--- src/core/cpw_cfg.svh ---
// Purpose: Register map, field positions, reset values and timing counts
// Assumes: APB with 32-bit data, one aligned word per register
// Notes:   Offsets are byte addresses
`ifndef CPW_CFG_SVH
`define CPW_CFG_SVH

`define CPW_OFS_FLAGS      12'h000
`define CPW_OFS_ENABLES    12'h004
`define CPW_OFS_PRIORITY   12'h008
`define CPW_OFS_TIMER      12'h00c
`define CPW_OFS_LIMIT      12'h010
`define CPW_OFS_TCTRL      12'h014
`define CPW_OFS_U1_PEND    12'h018
`define CPW_OFS_U1_ACT     12'h01c
`define CPW_OFS_U1_CTRL    12'h020
`define CPW_OFS_U2_PEND    12'h024
`define CPW_OFS_U2_ACT     12'h028
`define CPW_OFS_U2_CTRL    12'h02c
`define CPW_OFS_PWR        12'h030
`define CPW_OFS_DIR        12'h034

`define CPW_FLAG_MATCH_BIT 1
`define CPW_TC_RUN_BIT     2
`define CPW_TC_OUTPS_MASK  8'h7f
`define CPW_CTRL_MODE_PWM  4'hc
`define CPW_U2_CTRL_MASK   8'h3f
`define CPW_PWR_SLEEP_BIT  0
`define CPW_PWR_IDLE_BIT   1
`define CPW_DIR_RESET      8'h03
`define CPW_LIMIT_RESET    8'hff
`define CPW_OSC_PER_INC    4

`endif

--- src/core/cpw_pkg.sv ---
// Purpose: Types shared by the PWM timer block
// Assumes: Constants come from cpw_cfg.svh
// Notes:   Prescale encodings follow the timer control field
package cpw_pkg;

    typedef enum logic [1:0] {
        CPW_PS_1  = 2'h0,
        CPW_PS_4  = 2'h1,
        CPW_PS_16 = 2'h2,
        CPW_PS_16B = 2'h3
    } cpw_prescale_t;

    typedef enum logic [1:0] {
        CPW_APB_IDLE,
        CPW_APB_ACCESS
    } cpw_apb_st_t;

endpackage

--- src/core/cpw_prescaler.sv ---
// Purpose: Period timer prescaler and 2-bit sub-count for the time base
// Assumes: run_i is high while the timer runs; clk_i is the oscillator
// Notes:   Sub-count is the oscillator phase at 1:1, prescaler bits else
`timescale 1ns/1ps
module cpw_prescaler (
    input  wire logic                  clk_i,
    input  wire logic                  rst_i,
    input  wire logic                  run_i,
    input  wire logic                  clear_i,
    input  wire cpw_pkg::cpw_prescale_t sel_i,
    output logic                       inc_o,
    output logic [1:0]                 sub_o
);
    typedef struct packed {
        logic [1:0] phase;
        logic [3:0] pre;
    } cpw_ps_st_t;

    cpw_ps_st_t s_q;
    cpw_ps_st_t s_d;

    always_comb begin
        s_d   = s_q;
        inc_o = 1'b0;
        sub_o = 2'h0;
        if (clear_i) begin
            s_d = '0;
        end else if (run_i) begin
            s_d.phase = s_q.phase + 2'h1;
            if (s_q.phase == 2'h3) begin
                case (sel_i)
                    cpw_pkg::CPW_PS_1: begin
                        inc_o = 1'b1;
                    end
                    cpw_pkg::CPW_PS_4: begin
                        s_d.pre = {2'h0, s_q.pre[1:0] + 2'h1};
                        inc_o   = (s_q.pre[1:0] == 2'h3);
                    end
                    default: begin
                        s_d.pre = s_q.pre + 4'h1;
                        inc_o   = (s_q.pre == 4'hf);
                    end
                endcase
            end
        end
        // Low time-base bits of the next cycle; at 1:1 the clock phase.
        // Leading by a cycle lets the registered pin fall on time.
        case (sel_i)
            cpw_pkg::CPW_PS_1: sub_o = s_d.phase;
            cpw_pkg::CPW_PS_4: sub_o = s_d.pre[1:0];
            default:           sub_o = s_d.pre[3:2];
        endcase
    end

    always_ff @(posedge clk_i) begin
        if (rst_i) begin
            s_q <= '0;
        end else begin
            s_q <= s_d;
        end
    end
endmodule

--- src/core/cpw_unit.sv ---
// Purpose: One PWM channel: duty double buffer and output compare
// Assumes: Period start and next-cycle time base from the shared timer
// Notes:   Output is forced low whenever the unit is not in PWM mode
`timescale 1ns/1ps
module cpw_unit (
    input  wire logic       clk_i,
    input  wire logic       rst_i,
    input  wire logic       hold_i,
    input  wire logic       pwm_en_i,
    input  wire logic       start_i,
    input  wire logic [9:0] base_i,
    input  wire logic [7:0] pend_high_i,
    input  wire logic [1:0] low_bits_i,
    output logic [7:0]      act_high_o,
    output logic            pwm_o
);
    typedef struct packed {
        logic [7:0] act_high;
        logic [1:0] act_low;
        logic       out;
    } cpw_unit_st_t;

    cpw_unit_st_t s_q;
    cpw_unit_st_t s_d;
    logic [9:0]   new_duty;

    always_comb begin
        s_d      = s_q;
        new_duty = {pend_high_i, low_bits_i};
        if (!pwm_en_i) begin
            s_d.out = 1'b0;
        end else if (!hold_i) begin
            if (start_i) begin
                s_d.act_high = pend_high_i;
                s_d.act_low  = low_bits_i;
                s_d.out      = (new_duty != 10'h000);
            end else if (base_i == {s_q.act_high, s_q.act_low}) begin
                // A duty past the period never matches: pin stays put
                s_d.out = 1'b0;
            end
        end
    end

    assign act_high_o = s_q.act_high;
    assign pwm_o      = s_q.out;

    always_ff @(posedge clk_i) begin
        if (rst_i) begin
            s_q <= '0;
        end else begin
            s_q <= s_d;
        end
    end
endmodule

--- src/core/cpw_top.sv ---
// Purpose: PWM mode of two capture/compare/PWM units on a period timer
// Assumes: APB slave, 25 MHz clk_i as the oscillator, sync reset
// Notes:   Capture, compare, steering and shutdown are not built
//
// How it works
// - Period is (limit+1)*4 clocks*prescale
// - Match: clear timer, set pin, load duty
// - Zero duty never sets the pin
// - Postscaler plays no part in period
// - Duty is pending byte plus two bits
// - Duty writes take effect next period
// - Active duty register ignores writes
// - High time is duty*clock*prescale
// - Active duty double buffered with latch
// - Ten-bit base: timer plus two bits
// - Base equal active duty clears pin
// - Duty beyond period leaves pin unchanged
// - Sleep freezes timer, duty state and the pin of a unit in PWM mode
// - Idle keeps primary clock running logic
// - Reset: pins input, registers to reset
// - Prescale choices are 1, 4, 16
// - Full resolution only at limit 255
// - Timer match sets period flag
// - Cleared control releases pin to port
`timescale 1ns/1ps
`include "cpw_cfg.svh"
module cpw_top (
    input  wire logic        clk_i,
    input  wire logic        rst_i,
    input  wire logic        psel_i,
    input  wire logic        penable_i,
    input  wire logic        pwrite_i,
    input  wire logic [11:0] paddr_i,
    input  wire logic [31:0] pwdata_i,
    input  wire logic [3:0]  pstrb_i,
    output logic [31:0]      prdata_o,
    output logic             pready_o,
    output logic             pslverr_o,
    input  wire logic [1:0]  port_latch_i,
    output logic [1:0]       pwm_output_pin_o,
    output logic [1:0]       pwm_output_pin_oe_o,
    output logic             period_match_flag_o
);
    typedef struct packed {
        logic [7:0]  flags;
        logic [7:0]  enables;
        logic [7:0]  priority_r;
        logic [7:0]  period_timer;
        logic [7:0]  period_limit;
        logic [7:0]  tctrl;
        logic [7:0]  pend1;
        logic [7:0]  ctrl1;
        logic [7:0]  pend2;
        logic [7:0]  ctrl2;
        logic [1:0]  pwr;
        logic [7:0]  dir;
        logic [31:0] rdata;
        logic        ready;
        logic        slverr;
        logic [1:0]  pin;
        logic [1:0]  pin_oe;
    } cpw_top_st_t;

    cpw_top_st_t s_q;
    cpw_top_st_t s_d;

    logic                   sleep;
    logic                   run;
    logic                   inc;
    logic [1:0]             sub;
    logic                   start;
    logic [9:0]             base;
    logic                   pwm1_en;
    logic                   pwm2_en;
    logic [7:0]             act1;
    logic [7:0]             act2;
    logic                   pwm1;
    logic                   pwm2;
    logic                   wr_go;
    logic                   rd_go;
    logic [7:0]             wb;
    cpw_pkg::cpw_prescale_t ps_sel;

    assign sleep  = s_q.pwr[`CPW_PWR_SLEEP_BIT];
    // Idle keeps this clock running, so of the two power modes only sleep freezes the timer
    assign run    = s_q.tctrl[`CPW_TC_RUN_BIT] && !sleep;
    assign ps_sel = cpw_pkg::cpw_prescale_t'(s_q.tctrl[1:0]);
    assign start  = inc && (s_q.period_timer == s_q.period_limit);
    // Base of the next cycle: the duty match lands on the pin in the
    // cycle the base reaches it, so high time is exactly duty counts
    assign base   = {s_d.period_timer, sub};
    assign pwm1_en = (s_q.ctrl1[3:0] == `CPW_CTRL_MODE_PWM);
    assign pwm2_en = (s_q.ctrl2[3:0] == `CPW_CTRL_MODE_PWM);
    assign wr_go  = psel_i && penable_i && pwrite_i && !s_q.ready;
    assign rd_go  = psel_i && penable_i && !pwrite_i && !s_q.ready;
    assign wb     = pwdata_i[7:0];

    cpw_prescaler u_pre (
        .clk_i (clk_i),
        .rst_i (rst_i),
        .run_i (run),
        .clear_i (1'b0),
        .sel_i (ps_sel),
        .inc_o (inc),
        .sub_o (sub)
    );

    cpw_unit u_unit1 (
        .clk_i       (clk_i),
        .rst_i       (rst_i),
        .hold_i      (!run),
        .pwm_en_i    (pwm1_en),
        .start_i     (start),
        .base_i      (base),
        .pend_high_i (s_q.pend1),
        .low_bits_i  (s_q.ctrl1[5:4]),
        .act_high_o  (act1),
        .pwm_o       (pwm1)
    );

    cpw_unit u_unit2 (
        .clk_i       (clk_i),
        .rst_i       (rst_i),
        .hold_i      (!run),
        .pwm_en_i    (pwm2_en),
        .start_i     (start),
        .base_i      (base),
        .pend_high_i (s_q.pend2),
        .low_bits_i  (s_q.ctrl2[5:4]),
        .act_high_o  (act2),
        .pwm_o       (pwm2)
    );

    always_comb begin
        s_d        = s_q;
        s_d.ready  = 1'b0;
        s_d.slverr = 1'b0;

        // Period timer: clears on the increment after the match
        if (inc) begin
            if (start) begin
                s_d.period_timer = 8'h00;
            end else begin
                s_d.period_timer = s_q.period_timer + 8'h01;
            end
        end

        // APB: one wait state, answer in the second access cycle
        if (wr_go || rd_go) begin
            s_d.ready = 1'b1;
        end
        if (wr_go && pstrb_i[0]) begin
            case (paddr_i)
                `CPW_OFS_FLAGS:    s_d.flags      = wb;
                `CPW_OFS_ENABLES:  s_d.enables    = wb;
                `CPW_OFS_PRIORITY: s_d.priority_r = wb;
                `CPW_OFS_TIMER:    s_d.period_timer = wb;
                `CPW_OFS_LIMIT:    s_d.period_limit = wb;
                `CPW_OFS_TCTRL:
                    s_d.tctrl = wb & `CPW_TC_OUTPS_MASK;
                `CPW_OFS_U1_PEND:  s_d.pend1 = wb;
                `CPW_OFS_U1_CTRL:  s_d.ctrl1 = wb;
                `CPW_OFS_U2_PEND:  s_d.pend2 = wb;
                `CPW_OFS_U2_CTRL:
                    s_d.ctrl2 = wb & `CPW_U2_CTRL_MASK;
                `CPW_OFS_PWR:      s_d.pwr = wb[1:0];
                `CPW_OFS_DIR:      s_d.dir = wb;
                `CPW_OFS_U1_ACT,
                `CPW_OFS_U2_ACT: begin
                    // Active duty is loaded by hardware only
                    s_d.slverr = 1'b0;
                end
                default: s_d.slverr = 1'b1;
            endcase
        end else if (wr_go) begin
            s_d.slverr = 1'b0;
        end

        // Set beats a software clear in the same cycle
        if (start) begin
            s_d.flags[`CPW_FLAG_MATCH_BIT] = 1'b1;
        end

        if (rd_go) begin
            s_d.rdata = 32'h0000_0000;
            case (paddr_i)
                `CPW_OFS_FLAGS:    s_d.rdata[7:0] = s_q.flags;
                `CPW_OFS_ENABLES:  s_d.rdata[7:0] = s_q.enables;
                `CPW_OFS_PRIORITY: s_d.rdata[7:0] = s_q.priority_r;
                `CPW_OFS_TIMER:    s_d.rdata[7:0] = s_q.period_timer;
                `CPW_OFS_LIMIT:    s_d.rdata[7:0] = s_q.period_limit;
                `CPW_OFS_TCTRL:    s_d.rdata[7:0] = s_q.tctrl;
                `CPW_OFS_U1_PEND:  s_d.rdata[7:0] = s_q.pend1;
                `CPW_OFS_U1_ACT:   s_d.rdata[7:0] = act1;
                `CPW_OFS_U1_CTRL:  s_d.rdata[7:0] = s_q.ctrl1;
                `CPW_OFS_U2_PEND:  s_d.rdata[7:0] = s_q.pend2;
                `CPW_OFS_U2_ACT:   s_d.rdata[7:0] = act2;
                `CPW_OFS_U2_CTRL:  s_d.rdata[7:0] = s_q.ctrl2;
                `CPW_OFS_PWR:      s_d.rdata[1:0] = s_q.pwr;
                `CPW_OFS_DIR:      s_d.rdata[7:0] = s_q.dir;
                default:           s_d.slverr = 1'b1;
            endcase
        end

        // Pin mux: PWM drives only in PWM mode, else the port latch.
        // Output enable is the inverse of the direction bit kept by software.
        s_d.pin[0] = pwm1_en ? pwm1 : port_latch_i[0];
        s_d.pin[1] = pwm2_en ? pwm2 : port_latch_i[1];
        s_d.pin_oe = ~s_q.dir[1:0];
    end

    assign prdata_o            = s_q.rdata;
    assign pready_o            = s_q.ready;
    assign pslverr_o           = s_q.slverr;
    assign pwm_output_pin_o    = s_q.pin;
    assign pwm_output_pin_oe_o = s_q.pin_oe;
    assign period_match_flag_o = s_q.flags[`CPW_FLAG_MATCH_BIT];

    always_ff @(posedge clk_i) begin
        if (rst_i) begin
            s_q              <= '0;
            s_q.period_limit <= `CPW_LIMIT_RESET;
            s_q.dir          <= `CPW_DIR_RESET;
        end else begin
            s_q <= s_d;
        end
    end
endmodule

--- config.mk ---
export PLATFORM = sky130hd
export DESIGN_NAME = cpw_top
export DESIGN_NICKNAME = d
export VERILOG_FILES = /design/src/core/cpw_pkg.sv /design/src/core/cpw_prescaler.sv /design/src/core/cpw_unit.sv /design/src/core/cpw_top.sv
export VERILOG_INCLUDE_DIRS = /design/src /design/src/core
export SDC_FILE = /design/constraint.sdc
export NUM_CORES = 1
export LEC_CHECK = 0
export BUFFER_PORTS_ARGS = -buffer_cell sky130_fd_sc_hd__buf_2
export CAP_MARGIN = 20
export CELL_PAD_IN_SITES_DETAIL_PLACEMENT = 0
export CELL_PAD_IN_SITES_GLOBAL_PLACEMENT = 1
export CORE_ASPECT_RATIO = 1.75
export CORE_MARGIN = 3
export CORE_UTILIZATION = 40
export CTS_CLUSTER_DIAMETER = 80
export DETAILED_ROUTE_END_ITERATION = 8
export PLACE_DENSITY_LB_ADDON = 0.1
export RECOVER_POWER = 100
export SLEW_MARGIN = 10
export SYNTH_ARGS = -nofsm -noshare
export SYNTH_HDL_FRONTEND = slang
export SYNTH_HIERARCHICAL = 1
export SYNTH_SLANG_ARGS = --single-unit
--- constraint.sdc ---
create_clock -name clk_i -period 5.04 [get_ports clk_i]
set_clock_uncertainty 0.05 [all_clocks]
set_input_delay 1.008 -clock clk_i [delete_from_list [all_inputs] [get_ports clk_i]]
set_output_delay 1.008 -clock clk_i [all_outputs]
set_load 0.01 [all_outputs]
==> metrics.md <==
| Metric | Value |
|---|---|
| Ys flop type | dfxtp_1 |
| EDFF count, synth | 0 |
| Largest family of logic cells by synthesized area | simple AND/OR/NAND/NOR gates |
| CP most frequent cell | nand2_1 |
| Floorplan core area | 0.01762 mm^2 |
| Total iterations of the first detailed-routing run | 5 |
| Standby leakage power | 3.252 nW |
| Pwr dens | 310.5 mW/mm^2 |
| Crit path required time | 5160 ps |
| Area grow syn2layout | 7.647% |
| DR DRC count | 0 |
| Maximum VDD drop | 0.1935 mV |
| Critical path's largest stage delay | 790 ps |
| Worst-path clk slew | 50 ps |
| Rows | 64 |
| ANT cells | 0 |
| Largest net degree at the start of global routing | 66 |
| Most common cell in the netlist | dfxtp_1 |
| Compound-Gate Fraction of Synth Area | 11.67% |
| Max-cap violations | 1 |
| Syn Area/Cell | 8.598 um^2 |
| Fin Setup TNS | 0 ps |
| Die ar. | 0.01984 mm^2 |
| Slowest stage cell, crit path | nor2b_1 |
| Async SR Flop Fraction | 0% |
| R2r setup slk | 860 ps |
| Setup bufs post-CTS | 0 |
| Multiplexer share of the synthesized area | 12.86% |
| Initial Utilization | 41.14% |
| Synth warn | 6 |
| Failing checks | max-capacitance violations, max-slew violations |
| Via count | 6,111 |
| Total power | 2.423 mW |
| TritonCTS clock tree | yes |
| Clock Latency Late Sink | 420 ps |
| Seq/Total Area, Yosys | 35.63% |
| Number of global-route vias before repair | 5,952 |
| Final Non-Filler Cells | 1,073 |
| Worst Slack Setup Final | 863.9 ps |
| IO Count | 94 |
| Dpl hpwl | 17.41 mm |
| Gr ovfl total | 0 |
| Period utilization | 82.86% |
| Post-Synthesis Cell Area | 0.007248 mm^2 |
| H-tree Lvls | 4 |
| CP max FO | 13 |
| RSZ-0062 raised after global routing | no |
| DIE HEIGHT | 184.1 um |
| Placed Area | 0.007239 mm^2 |
| Final core occ | 44.29% |
| CP delay by family, top | simple AND/OR/NAND/NOR gates |
| Final Hold Fails | 0 |
| Simple-gate share of the synthesized area | 25.15% |
| Routed WL per cell | 22.38 um |
| Finish-stage setup viols | 0 |
| CTS sink cnt | 129 |
| Post-DRT Antenna Nets | 0 |
| First-pass GRT wire length | 36.40 mm |
| Post-synth top area share | 35.63% |
| Total Routing Usage GR | 24.56% |
| CTS Buf Count | 17 |
| Setup CP Type | reg2reg |
| Initial antenna violation count | 0 |
| Number of DRC violations after detailed-routing iteration 0 | 400 |
| Max frequency | 0.2395 GHz |
| Count of input and output buffers | 42 |
| Die Wd | 107.8 um |
| Netlist cell types | 82 |
| # resized after CTS | 0 |
| Worst-Margin Slew | 2677 ps |
| Min cycle time layout | 4176 ps |
| Place WS | 1251 ps |
| Layout cells sized above 1 | 12.35% |
| CTS Hold Buffers Added | 0 |
| Hold_ws | 391.2 ps |
| Cells after DPL | 1,042 |
| Routability Congestion | 0.9423 |
| HP Class | reg2reg |
| Worst slew margin | -78.47% |
| Result of the run | finished, violations left |
| Post-Synth XOR/XNOR Area | 4.471% |
| Routed WL | 24.01 mm |
| Setup crit end kind | flip-flop |
| Layout Nets | 888 |
| Largest area contributor in the netlist | dfxtp_1 |
| Vias per cell | 5.695 |
| Critical path arrival | 4300 ps |
| Final std cell area, no fill | 0.007802 mm^2 |
| Critical Path Start Type | flip-flop |
| Synth top cells by count | dfxtp_1, nand2_1, nor2_1 |
| Post-Synth Adder-Cell Area | 0.5179% |
| Clock Tree Buf Depth | 2 |
| Root buffer cell | clkbuf_16 |
| Number of synthesized register bits | 129 |
| Final Max Slew Viols | 63 |
| CP Buf/Inv Count | 3 |
| Area contributors post-synth | dfxtp_1, mux2i_1, buf_4, nand2_1, nand3_1 |
| Chain of cells forming the critical path | nand2b_1, inv_1, nand2_1, a2111oi_0, buf_4, nand2_1, nor3_1, buf_4, nor2b_1, nand2_2, nand2_1, a21oi_1 |
| Synthesized instance count | 843 |
-- cells in the final DEF (no fill, tap or decap), drive strengths merged, types with 4 or more instances in the layout --
cell	n
mux2i	77
o31ai	4
nand3	68
conb	25
nor2	81
a31oi	4
nand2	94
mux2	12
a21oi	50
nand4	7
clkinv	5
or4	4
a22oi	9
nor3	16
nand3b	12
clkbuf	38
xnor2	16
a211oi	6
nor4	16
nor2b	12
a221oi	5
nand2b	8
inv	6
or3	4
a32oi	4
o22ai	4
dfxtp	129
o21ai	11
xor2	21
buf	35
-- worst reg2reg max path, delay by kind of cell, from the launching register on --
family	cells	cell delay, ps
AOI/OAI and AO/OA	2	530
buffers and inverters	3	900
DFF	1	320
and+or+nand+nor	7	2130
-- final cells by class --
cell class / instances / area, um^2
Fill cell: 1820 / 9814
Multi-Input combinational cell: 624 / 4040
Sequential cell: 129 / 2582
Clock buffer: 21 / 470.5
Tap cell: 231 / 289.0
Timing Repair Buffer: 52 / 264.0
Clock inverter: 10 / 133.9
Inverter: 6 / 22.52
-- logic make-up (layout without fill, tap and decap cells) --
family / Yosys count / after routing
other: 1 / 25
adders and majority gates: 3 / 3
buffers and inverters: 114 / 89
DFF: 129 / 129
muxes: 90 / 90
AOI/OAI and AO/OA: 127 / 127
and+or+nand+nor: 342 / 342
xor gates and xnor gates: 37 / 37
-- sequential cells by signal, indices dropped and copies added (netlist names) --
signal	cells
prdata_o	8
u_pre/s_q	6
u_unit2/act_high_o	8
pwm_output_pin_oe_o	2
ps_sel	2
u_unit1/s_q	2
u_unit1/pwm_o	1
u_unit2/pwm_o	1
pwm_output_pin_o	2
s_q	84
u_unit1/act_high_o	8
pslverr_o	1
pready_o	1
u_unit2/s_q	2
period_match_flag_o	1
-- metal layers --
layer  GRT usage (%)  share of wire (%)
met4           10.21                3.9
met2           44.97                 54
met1           28.01                 39
met3           3.585                3.7
met5               0                  0
-- final timing paths --
| kind | cells after the start | end | startpoint |
|---|---|---|---|
| worst max-delay path | 12 | u_unit2/act_high_o[3] | s_q[46] |
| worst min-delay path | 1 | pwm_output_pin_oe_o[1] | s_q[39] |
| worst max register to register | 12 | u_unit2/act_high_o[3] | s_q[46] |
| worst min register to register | 1 | pwm_output_pin_oe_o[1] | s_q[39] |
-- power breakdown --
group	switching, mW	internal [mW]	total, mW
clock	0.459	0.811	1.27
sequential	0.000476	1.02	1.02
combinational	0.101	0.0298	0.131
Note: power is estimated with default switching activity, not from simulation.
